==> src/core/pomc_pkg.sv <==
package pomc_pkg;

  // Operating modes
  typedef enum logic [1:0] {
    POMC_STOP,
    POMC_STARTUP,
    POMC_RUN,
    POMC_HOLD
  } pomc_mode_t;

  // Run cycle phases
  typedef enum logic [2:0] {
    POMC_PH_IDLE,
    POMC_PH_CLR_IN,
    POMC_PH_STARTUP,
    POMC_PH_CLR_OUT,
    POMC_PH_READ_IN,
    POMC_PH_MAIN,
    POMC_PH_WRITE_OUT
  } pomc_phase_t;

  // Register map
  localparam logic [3:0] POMC_ADDR_CTRL    = 4'h0;
  localparam logic [3:0] POMC_ADDR_STATUS  = 4'h1;
  localparam logic [3:0] POMC_ADDR_BRK     = 4'h2;
  localparam logic [3:0] POMC_ADDR_CYCLIM  = 4'h3;
  localparam logic [3:0] POMC_ADDR_CYCCNT  = 4'h4;

  // CTRL write bits (command pulses)
  localparam int POMC_CTRL_RUN_REQ   = 0;
  localparam int POMC_CTRL_STOP_REQ  = 1;
  localparam int POMC_CTRL_STEP      = 2;
  localparam int POMC_CTRL_RESUME    = 3;
  localparam int POMC_CTRL_OVR_RESET = 4;
  localparam int POMC_CTRL_RELOAD    = 5;
  localparam int POMC_CTRL_COLD_OK   = 6;

  // Breakpoint register: bits 2:0 active breakpoints
  localparam int POMC_NUM_BRK = 3;
  localparam logic [1:0] POMC_STEP_MAX_BRK = 2'h2;

  // Timing
  localparam longint POMC_CLK_HZ       = 250000000;
  localparam longint POMC_BLINK_MIN_MS = 3000;
  localparam longint POMC_WDOG_MS      = 100;
  localparam longint POMC_CYC_MIN_MS   = 1;
  localparam longint POMC_BLINK_HALF_MS = 250;
  localparam longint POMC_BLINK_CYC = POMC_CLK_HZ / 1000 * POMC_BLINK_MIN_MS;
  localparam longint POMC_WDOG_CYC  = POMC_CLK_HZ / 1000 * POMC_WDOG_MS;
  localparam longint POMC_CYC_MIN_CYC = POMC_CLK_HZ / 1000 * POMC_CYC_MIN_MS;
  localparam longint POMC_HALF_CYC  = POMC_CLK_HZ / 1000 * POMC_BLINK_HALF_MS;

  localparam logic [31:0] POMC_CYCLIM_RST = 32'h017D7840;

  // Signals to the process I/O side
  typedef struct packed {
    logic output_disable;
    logic clr_input_image;
    logic clr_output_image;
    logic read_input_image;
    logic write_output_image;
    logic run_startup_routine;
    logic run_cold_start_routine;
    logic run_main_cycle_routine;
    logic timers_enable;
    logic erase_user_memory;
  } pomc_io_t;

endpackage

==> src/core/pomc_mode_ctrl.sv <==
`timescale 1ns/1ps
module pomc_mode_ctrl
  import pomc_pkg::*;
#(
  parameter longint BLINK_CYC = POMC_BLINK_CYC,
  parameter longint WDOG_CYC  = POMC_WDOG_CYC,
  parameter longint HALF_CYC  = POMC_HALF_CYC
) (
  input  wire logic        clk_sys,
  input  wire logic        nrst,
  input  wire logic [3:0]  reg_addr,
  input  wire logic [31:0] reg_wdata,
  input  wire logic        reg_wr,
  input  wire logic        reg_rd,
  output logic      [31:0] reg_rdata,
  input  wire logic        phase_done,
  input  wire logic        brk_hit,
  input  wire logic        cold_start_present,
  output pomc_io_t         io_ctl,
  output logic             run_led,
  output logic             stop_led,
  output pomc_mode_t       mode
);

  // Bus decode; CTRL bits are one-shot commands, nothing of them is stored
  // Map: 0 control, 1 status, 2 breakpoints, 3 cycle limit, 4 last cycle
  // A command that the current mode cannot take is dropped silently
  wire wr_ctrl   = reg_wr && (reg_addr == POMC_ADDR_CTRL);
  wire wr_brk    = reg_wr && (reg_addr == POMC_ADDR_BRK);
  wire wr_cyclim = reg_wr && (reg_addr == POMC_ADDR_CYCLIM);
  // Command strobes, one per control bit
  wire cmd_run   = wr_ctrl && reg_wdata[POMC_CTRL_RUN_REQ];
  wire cmd_stop  = wr_ctrl && reg_wdata[POMC_CTRL_STOP_REQ];
  wire cmd_step  = wr_ctrl && reg_wdata[POMC_CTRL_STEP];
  wire cmd_res   = wr_ctrl && reg_wdata[POMC_CTRL_RESUME];
  wire cmd_ovr   = wr_ctrl && reg_wdata[POMC_CTRL_OVR_RESET];
  wire cmd_rld   = wr_ctrl && reg_wdata[POMC_CTRL_RELOAD];
  wire cmd_cold  = wr_ctrl && reg_wdata[POMC_CTRL_COLD_OK];

  // Sequencer state
  pomc_mode_t  mode_r, mode_nxt;
  pomc_phase_t ph_r, ph_nxt;

  // Software visible settings
  logic [POMC_NUM_BRK-1:0] brk_r;
  logic [31:0] cyclim_r;

  // Supervision
  logic [31:0] cyccnt_r;
  logic [31:0] cyc_last_r;
  logic        wd_err_r;
  logic        cyc_err_r;

  // Lamp timing
  logic [31:0] blink_cnt_r;
  logic [31:0] half_cnt_r;
  logic        blink_ph_r;

  // One-cycle pulses and resynchronised levels
  logic        erase_r;
  logic        cold_r;
  logic        step_pend_r;
  logic        cold_meta_r;
  logic        cold_sync_r;

  // Count of defined breakpoints
  function automatic logic [1:0] pomc_popcnt(input logic [2:0] v);
    pomc_popcnt = {1'b0, v[0]} + {1'b0, v[1]} + {1'b0, v[2]};
  endfunction

  // Mode transition decode, used by flags, blink window and pulses
  function automatic logic pomc_is_entry(input pomc_mode_t cur,
                                         input pomc_mode_t nxt,
                                         input pomc_mode_t from,
                                         input pomc_mode_t to);
    pomc_is_entry = (cur == from) && (nxt == to);
  endfunction

  // Cold-start presence is a level from outside; two flops keep a change
  // near an edge from splitting the restart decision
  always_ff @(posedge clk_sys or negedge nrst) begin
    if (!nrst) begin
      cold_meta_r <= 1'b0;
      cold_sync_r <= 1'b0;
    end else begin
      cold_meta_r <= cold_start_present;
      cold_sync_r <= cold_meta_r;
    end
  end

  wire [1:0] brk_n     = pomc_popcnt(brk_r);
  wire       step_ok   = (brk_n <= POMC_STEP_MAX_BRK);
  wire       brk_act   = |brk_r;
  wire       wd_trip   = (mode_r == POMC_RUN) && (cyccnt_r >= WDOG_CYC[31:0]);
  wire       cyc_trip  = (mode_r == POMC_RUN) && (cyccnt_r >= cyclim_r);
  wire       trip      = wd_trip || cyc_trip;
  wire       restart_ok = !wd_err_r || cmd_ovr || cmd_rld ||
                          (cold_sync_r && cmd_cold);
  wire       blinking  = (blink_cnt_r != 32'h0000_0000);
  wire       enter_su  = pomc_is_entry(mode_r, mode_nxt, POMC_STOP, POMC_STARTUP);

  // Mode sequencer; single enum register keeps one mode at a time
  // Stop: waits for a run or cold-start command that the error latch allows
  // Start-up: clears the input image, then runs the start-up routine; no
  // time limit applies, only a stop command ends it early
  // Run: read inputs, main routine, write outputs; a supervision trip or a
  // stop command ends in stop, a breakpoint in hold
  // Hold: code and timers frozen until resume, step or stop
  always_comb begin
    mode_nxt = mode_r;
    ph_nxt   = ph_r;
    unique case (mode_r)
      // No program runs, images untouched
      POMC_STOP: begin
        ph_nxt = POMC_PH_IDLE;
        if ((cmd_run || cmd_cold) && restart_ok && !cmd_stop) begin
          mode_nxt = POMC_STARTUP;
          ph_nxt   = POMC_PH_CLR_IN;
        end
      end
      // Two phases, each ended by the I/O side
      POMC_STARTUP: begin
        if (cmd_stop) begin
          mode_nxt = POMC_STOP;
          ph_nxt   = POMC_PH_IDLE;
        end else if (ph_r == POMC_PH_CLR_IN) begin
          if (phase_done) ph_nxt = POMC_PH_STARTUP;
        end else if (phase_done) begin
          mode_nxt = POMC_RUN;
          ph_nxt   = POMC_PH_CLR_OUT;
        end
      end
      // Supervision first, then breakpoint, then phase progress
      POMC_RUN: begin
        if (trip || cmd_stop) begin
          mode_nxt = POMC_STOP;
          ph_nxt   = POMC_PH_IDLE;
        end else if (brk_hit && brk_act && ph_r == POMC_PH_MAIN) begin
          mode_nxt = POMC_HOLD;
        end else if (phase_done) begin
          case (ph_r)
            POMC_PH_CLR_OUT:   ph_nxt = POMC_PH_READ_IN;
            POMC_PH_READ_IN:   ph_nxt = POMC_PH_MAIN;
            POMC_PH_MAIN:      ph_nxt = POMC_PH_WRITE_OUT;
            POMC_PH_WRITE_OUT: ph_nxt = POMC_PH_READ_IN;
            default:           ph_nxt = POMC_PH_READ_IN;
          endcase
        end
      end
      // Phase kept, so the cycle resumes where it halted
      POMC_HOLD: begin
        if (cmd_stop) begin
          mode_nxt = POMC_STOP;
          ph_nxt   = POMC_PH_IDLE;
        end else if (cmd_res || (cmd_step && step_ok)) begin
          mode_nxt = POMC_RUN;
        end
      end
      default: begin
        mode_nxt = POMC_STOP;
        ph_nxt   = POMC_PH_IDLE;
      end
    endcase
  end

  // Mode and phase registers
  // Reset lands in stop with no phase pending
  always_ff @(posedge clk_sys or negedge nrst) begin
    if (!nrst) begin
      mode_r <= POMC_STOP;
      ph_r   <= POMC_PH_IDLE;
    end else begin
      mode_r <= mode_nxt;
      ph_r   <= ph_nxt;
    end
  end

  // Software registers; breakpoints can be written in any mode, hold included
  // A cycle limit below the 1 ms floor is refused and the old one kept
  always_ff @(posedge clk_sys or negedge nrst) begin
    if (!nrst) begin
      brk_r    <= '0;
      cyclim_r <= POMC_CYCLIM_RST;
    end else begin
      if (wr_brk) brk_r <= reg_wdata[POMC_NUM_BRK-1:0];
      if (wr_cyclim && reg_wdata >= POMC_CYC_MIN_CYC[31:0])
        cyclim_r <= reg_wdata;
    end
  end

  // Cycle timer restarts at each output write, frozen in hold
  // The same count feeds the fixed watchdog and the programmable limit, so
  // a cycle that overruns either ends in stop on the next edge
  always_ff @(posedge clk_sys or negedge nrst) begin
    if (!nrst) begin
      cyccnt_r   <= '0;
      cyc_last_r <= '0;
    end else if (mode_r == POMC_HOLD) begin
      cyccnt_r <= cyccnt_r;
    end else if (mode_r != POMC_RUN) begin
      cyccnt_r <= '0;
    end else if (ph_r == POMC_PH_WRITE_OUT && phase_done) begin
      cyc_last_r <= cyccnt_r;
      cyccnt_r   <= '0;
    end else begin
      cyccnt_r <= cyccnt_r + 32'h1;
    end
  end

  // Error flags: watchdog latch held until a legal restart path
  always_ff @(posedge clk_sys or negedge nrst) begin
    if (!nrst) begin
      wd_err_r  <= 1'b0;
      cyc_err_r <= 1'b0;
    end else begin
      // A trip in the same cycle as a clear keeps the error
      if (wd_trip) wd_err_r <= 1'b1;
      else if (enter_su) wd_err_r <= 1'b0;
      else if (mode_r == POMC_STOP && (cmd_ovr || cmd_rld)) wd_err_r <= 1'b0;
      if (cyc_trip) cyc_err_r <= 1'b1;
      else if (mode_nxt == POMC_STARTUP) cyc_err_r <= 1'b0;
    end
  end

  // Run LED blink window of at least 3 s, survives a forced stop
  // The blink phase runs free so that hold and start-up share one rhythm
  always_ff @(posedge clk_sys or negedge nrst) begin
    if (!nrst) begin
      blink_cnt_r <= '0;
      half_cnt_r  <= '0;
      blink_ph_r  <= 1'b0;
    end else begin
      if (enter_su)
        blink_cnt_r <= BLINK_CYC[31:0];
      else if (blinking)
        blink_cnt_r <= blink_cnt_r - 32'h1;
      if (half_cnt_r >= HALF_CYC[31:0] - 32'h1) begin
        half_cnt_r <= '0;
        blink_ph_r <= !blink_ph_r;
      end else begin
        half_cnt_r <= half_cnt_r + 32'h1;
      end
    end
  end

  // Overall reset and cold-start pulses
  // Overall reset is honoured only in stop, never while the program runs
  always_ff @(posedge clk_sys or negedge nrst) begin
    if (!nrst) begin
      erase_r     <= 1'b0;
      cold_r      <= 1'b0;
      step_pend_r <= 1'b0;
    end else begin
      erase_r     <= cmd_ovr && (mode_r == POMC_STOP);
      cold_r      <= enter_su && wd_err_r;
      step_pend_r <= (mode_r == POMC_HOLD) && cmd_step && step_ok;
    end
  end

  // Next values of the registered outputs
  // Outputs are derived from the next mode and phase, so the lamps, the I/O
  // controls and the mode port change on one edge; the erase and cold-start pulses follow one edge later
  wire run_nxt      = (mode_nxt == POMC_RUN);
  wire blink_on     = (blinking || mode_r == POMC_HOLD) ? blink_ph_r : 1'b0;

  // Output disable released only in run; central and decentral alike
  wire od_nxt       = !run_nxt;

  // Image and routine requests, one per phase, dropped when run is left
  wire clr_in_nxt   = (ph_nxt == POMC_PH_CLR_IN);
  wire su_nxt       = (ph_nxt == POMC_PH_STARTUP) && (mode_nxt == POMC_STARTUP);
  wire clr_out_nxt  = (ph_nxt == POMC_PH_CLR_OUT) && run_nxt;
  wire rd_in_nxt    = (ph_nxt == POMC_PH_READ_IN) && run_nxt;
  wire wr_out_nxt   = (ph_nxt == POMC_PH_WRITE_OUT) && run_nxt;

  // Main routine in run; a granted single step lets it go on once more
  wire main_nxt     = (ph_nxt == POMC_PH_MAIN) && (run_nxt || step_pend_r);

  // Program timers and counters frozen outside run
  wire tmr_nxt      = run_nxt;

  // Run lamp steady in run once the start-up blink window has closed
  wire run_led_nxt  = (run_nxt && !blinking) ? 1'b1 : blink_on;

  // Stop lamp lit whenever the program is not cycling
  wire stop_led_nxt = !run_nxt;

  // Output registers; reset is stop, so output disable comes up set
  always_ff @(posedge clk_sys or negedge nrst) begin
    if (!nrst) begin
      io_ctl   <= '{output_disable: 1'b1, default: 1'b0};
      run_led  <= 1'b0;
      stop_led <= 1'b1;
      mode     <= POMC_STOP;
    end else begin
      mode                          <= mode_nxt;
      io_ctl.output_disable         <= od_nxt;
      io_ctl.clr_input_image        <= clr_in_nxt;
      io_ctl.run_startup_routine    <= su_nxt;
      io_ctl.run_cold_start_routine <= cold_r;
      io_ctl.clr_output_image       <= clr_out_nxt;
      io_ctl.read_input_image       <= rd_in_nxt;
      io_ctl.run_main_cycle_routine <= main_nxt;
      io_ctl.write_output_image     <= wr_out_nxt;
      io_ctl.timers_enable          <= tmr_nxt;
      io_ctl.erase_user_memory      <= erase_r;
      run_led                       <= run_led_nxt;
      stop_led                      <= stop_led_nxt;
    end
  end

  // Status word layout
  wire [31:0] status_word = {24'h0,
                             step_ok,     // Single step allowed
                             cyc_err_r,   // Cycle limit exceeded
                             wd_err_r,    // Watchdog error latched
                             blinking,    // Start-up blink window open
                             2'h0,
                             mode_r};     // Current mode

  // Read mux; unmapped addresses read as zero
  logic [31:0] rdata_nxt;
  always_comb begin
    rdata_nxt = 32'h0000_0000;
    if (reg_addr == POMC_ADDR_STATUS)
      rdata_nxt = status_word;
    else if (reg_addr == POMC_ADDR_BRK)
      rdata_nxt = {29'h0, brk_r};
    else if (reg_addr == POMC_ADDR_CYCLIM)
      rdata_nxt = cyclim_r;
    else if (reg_addr == POMC_ADDR_CYCCNT)
      rdata_nxt = cyc_last_r;
  end

  // Read data stand for one cycle after the strobe, zero otherwise
  always_ff @(posedge clk_sys or negedge nrst) begin
    if (!nrst) reg_rdata <= '0;
    else       reg_rdata <= reg_rd ? rdata_nxt : 32'h0000_0000;
  end

endmodule // pomc_mode_ctrl

==> config.mk <==
export PLATFORM = sky130hd
export DESIGN_NAME = pomc_mode_ctrl
export DESIGN_NICKNAME = d
export VERILOG_FILES = /design/src/core/pomc_pkg.sv /design/src/core/pomc_mode_ctrl.sv
export SDC_FILE = /design/constraint.sdc
export NUM_CORES = 1
export LEC_CHECK = 0
export ABC_CLOCK_PERIOD_IN_PS = 3100
export BUFFER_PORTS_ARGS = -buffer_cell sky130_fd_sc_hd__buf_2
export CAP_MARGIN = 20
export CORE_UTILIZATION = 60
export CTS_CLUSTER_SIZE = 24
export DETAILED_ROUTE_END_ITERATION = 7
export GPL_TIMING_DRIVEN = 1
export PLACE_DENSITY = 0.9
export SKIP_CTS_REPAIR_TIMING = 1
export SLEW_MARGIN = 20
export SYNTH_ARGS = -nofsm -noshare
export SYNTH_HDL_FRONTEND = slang
export SYNTH_SLANG_ARGS = --single-unit
==> constraint.sdc <==
create_clock -name clk_sys -period 3.1 [get_ports clk_sys]
set_input_delay 0 -clock clk_sys [delete_from_list [all_inputs] [get_ports clk_sys]]
set_output_delay 0 -clock clk_sys [all_outputs]
set_load 0.02 [all_outputs]
# == Word level (Yosys, flattened, before mapping) ==
# Index checks and enable logic that the tools add are counted.
# totals
out_inout_bits,46
word_cells,152
input_bits,43
register_bits,219
# op_classes
n_eq_ne,20
magnitude_cmp,5
add_sub_neg,5
n_reduce_logical,55
bitwise_logic,2
n_mux,37
# ops
op,n
$mux 32,10
$add 32x1->32 const B,2
$ge 32x18->1 const B,1
$ge 32x25->1 const B,1
$ge 32x26->1 const B,1
$ge 32x32->1,1
$logic_and 1x1->1,32
$reduce_bool 32->1,1
$sub 32x1->32 const B,1
$mux 3,8
$eq 3x3->1 const B,6
$mux 2,8
$pmux 3 s4,1
$logic_or 1x1->1,10
$eq 4x2->1 const B,2
$mux 1,8
$pmux 2 s4,1
$eq 2x2->1 const B,3
$eq 3x1->1 const B,2
$eq 3x2->1 const B,2
$logic_not 1->1,5
$eq 2x1->1 const B,2
$eq 4x1->1 const B,1
$eq 4x3->1 const B,1
other kinds (12),14

# == Longest topological paths before layout ==
# depth
word_depth,14
depth_mapped,9
ltp_nobuf,9

# == Least setup slack after synthesis ==
# Ideal clock, no wire load.
# synth_path
path_type,register to register
startpoint,register cyclim_r[21]
endpoint,register io_ctl[4] in the netlist's numbering
required_ps,3012
path_stages_with_launch,10
synth_period_minus_slack_ps,2690
setup_slack_ps,410
path_buffers,0
setup_ps,88
arrival_time_ps,2601
path_cell_list,dfstp_2 -> inv_1 -> ha_1 -> nand4_1 -> nor4_1 -> nand3_1 -> o2bb2ai_1 -> nor4b_4 -> or3_1 -> nor3b_1
# synth_via
elab_chain_cells,8
elab_cells_between_ends,11
cone_classes,order compare (1); eq/ne (2); mux (4); reduce/logical (4)
# synth_lines
element,line,source
from (decl),pomc_mode_ctrl.sv:46,logic [31:0] cyclim_r;
from (signal assigned),pomc_mode_ctrl.sv:187,cyclim_r <= reg_wdata;
$ge 32x32->1 *,pomc_mode_ctrl.sv:95,wire cyc_trip = (mode_r == POMC_RUN) && (cyccnt_r >= cyclim_r);
$logic_and 1x1->1 *,pomc_mode_ctrl.sv:95,
$logic_or 1x1->1 *,pomc_mode_ctrl.sv:96,wire trip = wd_trip || cyc_trip;
$logic_or 1x1->1 *,pomc_mode_ctrl.sv:135,if (trip || cmd_stop) begin
$mux 3 or $mux 2 (tied branches),pomc_mode_ctrl.sv:135,
$pmux 3 s4 or $pmux 2 s4 (tied branches),pomc_mode_ctrl.sv:112,unique case (mode_r)
$eq 3x2->1 or $eq 2x1->1 (tied branches),pomc_mode_ctrl.sv:271,wire su_nxt = (ph_nxt == POMC_PH_STARTUP) && (mode_nxt == POMC_STARTUP);
$logic_and 1x1->1 *,pomc_mode_ctrl.sv:271,
named net su_nxt,pomc_mode_ctrl.sv:271,
to (decl),pomc_mode_ctrl.sv:19,"output pomc_io_t io_ctl,"
# Mark *: on every way through the listed nets, which the timed path passes. The rest lies on a longest branch.
# A chain may end at the register's enable or synchronous reset.

# == Worst setup path after layout ==
# layout_path
startpoint,register cyclim_r[21]
endpoint,register io_ctl[2] in the netlist's numbering
# layout_via
elab_chain_cells,9
elab_cells_between_ends,12
cone_classes,order compare (1); eq/ne (2); mux (4); reduce/logical (5)
# layout_lines
element,line,source
$ge 32x32->1 *,pomc_mode_ctrl.sv:95,
$logic_and 1x1->1 *,pomc_mode_ctrl.sv:95,
$logic_or 1x1->1 *,pomc_mode_ctrl.sv:96,
$logic_or 1x1->1 *,pomc_mode_ctrl.sv:135,
$mux 2,pomc_mode_ctrl.sv:135,
$pmux 2 s4,pomc_mode_ctrl.sv:112,
$eq 2x2->1,pomc_mode_ctrl.sv:263,wire run_nxt = (mode_nxt == POMC_RUN);
$logic_or 1x1->1,pomc_mode_ctrl.sv:277,wire main_nxt = (ph_nxt == POMC_PH_MAIN) && (run_nxt || step_pend_r);
$logic_and 1x1->1 *,pomc_mode_ctrl.sv:277,
named net main_nxt,pomc_mode_ctrl.sv:277,
# Marked as above.

==> results.sh <==
export IMPL_synth_area_leaders="dfrtp_1, mux2_2, ha_1, nor2_1, dfstp_2"
export IMPL_slew_violations=0
export IMPL_relSlewSlack_pct=26.8
export IMPL_r2r_cells=11
export IMPL_rows=48
export IMPL_final_min_clock_period_ns=2.92
export IMPL_worst_ep_arrival_time_ns=3.35
export IMPL_synth_cell_types=71
export IMPL_clkTransAtPathRegs_ns=0.06
export IMPL_synth_fa_ha_area_share_pct=4.45
export IMPL_cts_tree="yes"
export IMPL_power_per_cell_area_nw_per_um2=592
export IMPL_ys_ff_latch=219
export IMPL_cp_num_buf_inv=3
export IMPL_diodes=0
export IMPL_r2r_end="io_ctl[2]$_DFF_PN0_"
export IMPL_critPathTopFamily="compound AO/OA/AOI/OAI gates"
export IMPL_path_cells="inv_1 -> ha_1 -> a211oi_1 -> o211ai_1 -> o221ai_1 -> o2111ai_1 -> buf_4 -> nor4b_4 -> a22oi_2 -> buf_4 -> a211oi_2"
export IMPL_coreArea_um2=17200
export IMPL_place_area_um2=11400
export IMPL_grt_max_degree=87
export IMPL_clockBufferDepth=3
export IMPL_critPathMaxStageDelay_ns=0.54
export IMPL_cts_sinks=219
export IMPL_status="finished, violations left"
export IMPL_antenna_found_initial=1
export IMPL_synth_top_family_by_area="simple AND/OR/NAND/NOR gates"
export IMPL_r2r_setup_slack_ns=0.18
export IMPL_worstPathMaxFanout=6
export IMPL_clock_fmax_mhz=343
export IMPL_track_usage_pct=27.2
export IMPL_layout_setup_ws_ns=0.181
export IMPL_syn_inst=995
export IMPL_async_reset_ff_share_pct=100
export IMPL_total_leakage_power_nw=5.76
export IMPL_hpwl_mm=16.2
export IMPL_ys_warn_count=0
export IMPL_clock_latency_ns=0.52
export IMPL_worst_path_max_delay_cell="dfstp_2"
export IMPL_rsz0062_at_grt="false"
export IMPL_area_growth_pct=18.8
export IMPL_antenna_left=0
export IMPL_synth_compound_area_share_pct=11.7
export IMPL_end_kind="register"
export IMPL_dp_slack_ns=0.162
export IMPL_setup_tns_final_ns=0
export IMPL_cp_depth=11
export IMPL_io_pins=89
export IMPL_gp_congestion=0.871
export IMPL_initial_utilization_pct=61.3
export IMPL_tightest_slew_ns=1.10
export IMPL_critPathRequiredTime_ns=3.53
export IMPL_drive_above_1_share_pct=21.3
export IMPL_grt_overflow=0
export IMPL_detail_route_vias_per_cell=6.05
export IMPL_wl_per_cell_um=18.1
export IMPL_root_buffer="clkbuf_16"
export IMPL_ir_worst_vdd_mv=0.565
export IMPL_hold_viol_final=2
export IMPL_finalSetupViolations=0
export IMPL_numCtsBuffers=23
export IMPL_fin_util_pct=72.8
export IMPL_yosys_area_top_type="dfrtp_1"
export IMPL_synth_ff_type="dfrtp_1"
export IMPL_syn_area_um2=10600
export IMPL_vias=8367
export IMPL_hold_slack_ns=-0.0254
export IMPL_htree_levels=1
export IMPL_crit_start="cyclim_r[21]$_DFFE_PN1P_"
export IMPL_wl_mm=25.0
export IMPL_dieArea_um2=18200
export IMPL_synth_top_area_share_pct=48.8
export IMPL_drt_iter0_drc=629
export IMPL_post_route_period_util_pct=94.2
export IMPL_synth_edf_count=0
export IMPL_io_buffers=88
export IMPL_crit_path_frequent_cell="buf_4"
export IMPL_drc=0
export IMPL_critPathKind="register to register"
export IMPL_avgSynthCellArea_um2=10.6
export IMPL_first_pass_iters=5
export IMPL_startpoint_type="register"
export IMPL_final_nets=1223
export IMPL_die_height_um=135
export IMPL_grt_pass1_vias=8099
export IMPL_synth_seq_area_share_pct=52.0
export IMPL_grt_pass1_wl_mm=39.3
export IMPL_skew_ns=0.0199
export IMPL_synth_simple_gate_area_share_pct=16.9
export IMPL_cp_endpoint="io_ctl[2]$_DFF_PN0_"
export IMPL_violations="hold timing"
export IMPL_die_w_um=135
export IMPL_hold_class="input pin to register"
export IMPL_synth_mux_area_fraction_pct=7.34
export IMPL_synth_xor_area_share_pct=4.72
export IMPL_drv_cap=0
export IMPL_r2r_start="cyclim_r[21]$_DFFE_PN1P_"
export IMPL_fin_area_um2=12600
-- routing by layer --
metal	up-vias	global-route usage [%]	wire length (µm)
li1	3825	-	-
met1	4092	37.3	10400
met2	374	44.5	12200
met3	76	3.87	1640
met4	0	9.68	837
met5	-	0	0
-- cell type report --
class	count	area, µm²
Multi-Input combinational cell	703	4820
Timing Repair Buffer	150	1040
Tap cell	225	282
Inverter	46	173
Fill cell	1110	4680
Clock buffer	32	649
Clock inverter	9	95.1
Sequential cell	219	5500
-- tightest hold or removal path, cell delays in order --
cell     delay, ns
buf_2         0.18
nor3_1        0.08
a21oi_1       0.13
nor2b_1       0.06
-- state kept, by name, indices dropped and copies added (netlist names) --
| signal | flops |
|---|---|
| wd_err_r | 1 |
| cold_sync_r | 1 |
| blink_cnt_r | 32 |
| mode | 2 |
| io_ctl | 9 |
| cyclim_r | 32 |
| brk_r | 3 |
| blink_ph_r | 1 |
| half_cnt_r | 32 |
| cold_meta_r | 1 |
| erase_r | 1 |
| cyc_last_r | 32 |
| run_led | 1 |
| step_pend_r | 1 |
| cyccnt_r | 32 |
| cold_r | 1 |
| cyc_err_r | 1 |
| stop_led | 1 |
| reg_rdata | 32 |
| ph_r | 3 |
-- cells in the mapped netlist, types with 3 or more instances --
| library cell | n |
|---|---|
| clkbuf_1 | 28 |
| nand4_1 | 15 |
| a21oi_1 | 33 |
| ha_1 | 36 |
| nor4_1 | 10 |
| nor3_2 | 3 |
| or3_1 | 12 |
| o2bb2ai_1 | 3 |
| o21a_1 | 3 |
| o211ai_1 | 5 |
| and2_1 | 11 |
| nor2_1 | 109 |
| or4_1 | 6 |
| a22oi_1 | 29 |
| nand2b_1 | 7 |
| nand3_1 | 33 |
| o31ai_1 | 8 |
| a211oi_1 | 5 |
| and3_1 | 14 |
| nand2_1 | 69 |
| nor2b_1 | 15 |
| inv_1 | 46 |
| xnor2_1 | 23 |
| a21o_1 | 3 |
| nor3b_1 | 6 |
| dfstp_2 | 13 |
| a31oi_1 | 6 |
| dfrtp_1 | 206 |
| nor3_1 | 23 |
| o21ai_0 | 58 |
| xor2_1 | 34 |
| mux2_2 | 68 |
| and4_1 | 7 |
-- power by group --
part / switching, mW / internal, mW / total (mW)
clock: 1.12 / 1.62 / 2.74
sequential: 0.268 / 3.16 / 3.43
combinational: 0.744 / 0.524 / 1.27
-- cells by family after synthesis --
family / after synthesis
AOI/OAI and AO/OA: 181
buffers and inverters: 78
muxes: 69
adders and majority gates: 37
and+or+nand+nor: 353
xor gates and xnor gates: 57
other: 1
DFF: 219
-- worst min-delay path by stage --
| stage | startpoint | to | slack [ns] | cells after the start |
|---|---|---|---|---|
| 2_1_floorplan | nrst | blink_cnt_r[0]$_DFFE_PN0P_ | -0.30 | 0 |
| 3_3_place_gp | nrst | reg_rdata[9]$_DFF_PN0_ | 0.04 | 1 |
| 3_5_place_dp | nrst | reg_rdata[9]$_DFF_PN0_ | 0.04 | 1 |
| 4_1_cts | nrst | reg_rdata[9]$_DFF_PN0_ | -0.50 | 1 |
| 5_1_grt | reg_addr[3] | reg_rdata[1]$_DFF_PN0_ | 0.02 | 4 |
| 6_report | reg_addr[3] | reg_rdata[0]$_DFF_PN0_ | -0.03 | 4 |
-- per-stage QoR --
| step | power [mW] | std cells |
|---|---|---|
| global placement | 4.57 | 1303 |
| floorplan | 4.21 | 1000 |
| global route | 7.73 | 1384 |
| detailed placement | 4.65 | 1303 |
| finish | 7.44 | 1384 |
| CTS | 7.38 | 1344 |
-- cells in the final DEF (no fill, tap or decap), types with 34 or more instances in the layout --
cell type	synthesis	routed
dfrtp_1	206	206
o21ai_0	58	58
ha_1	36	36
xor2_1	34	34
mux2_2	68	68
dlygate4sd3_1	0	40
nand2_1	69	69
buf_2	1	87
inv_1	46	46
nor2_1	109	108
Note: power is estimated with default switching activity, not from simulation.
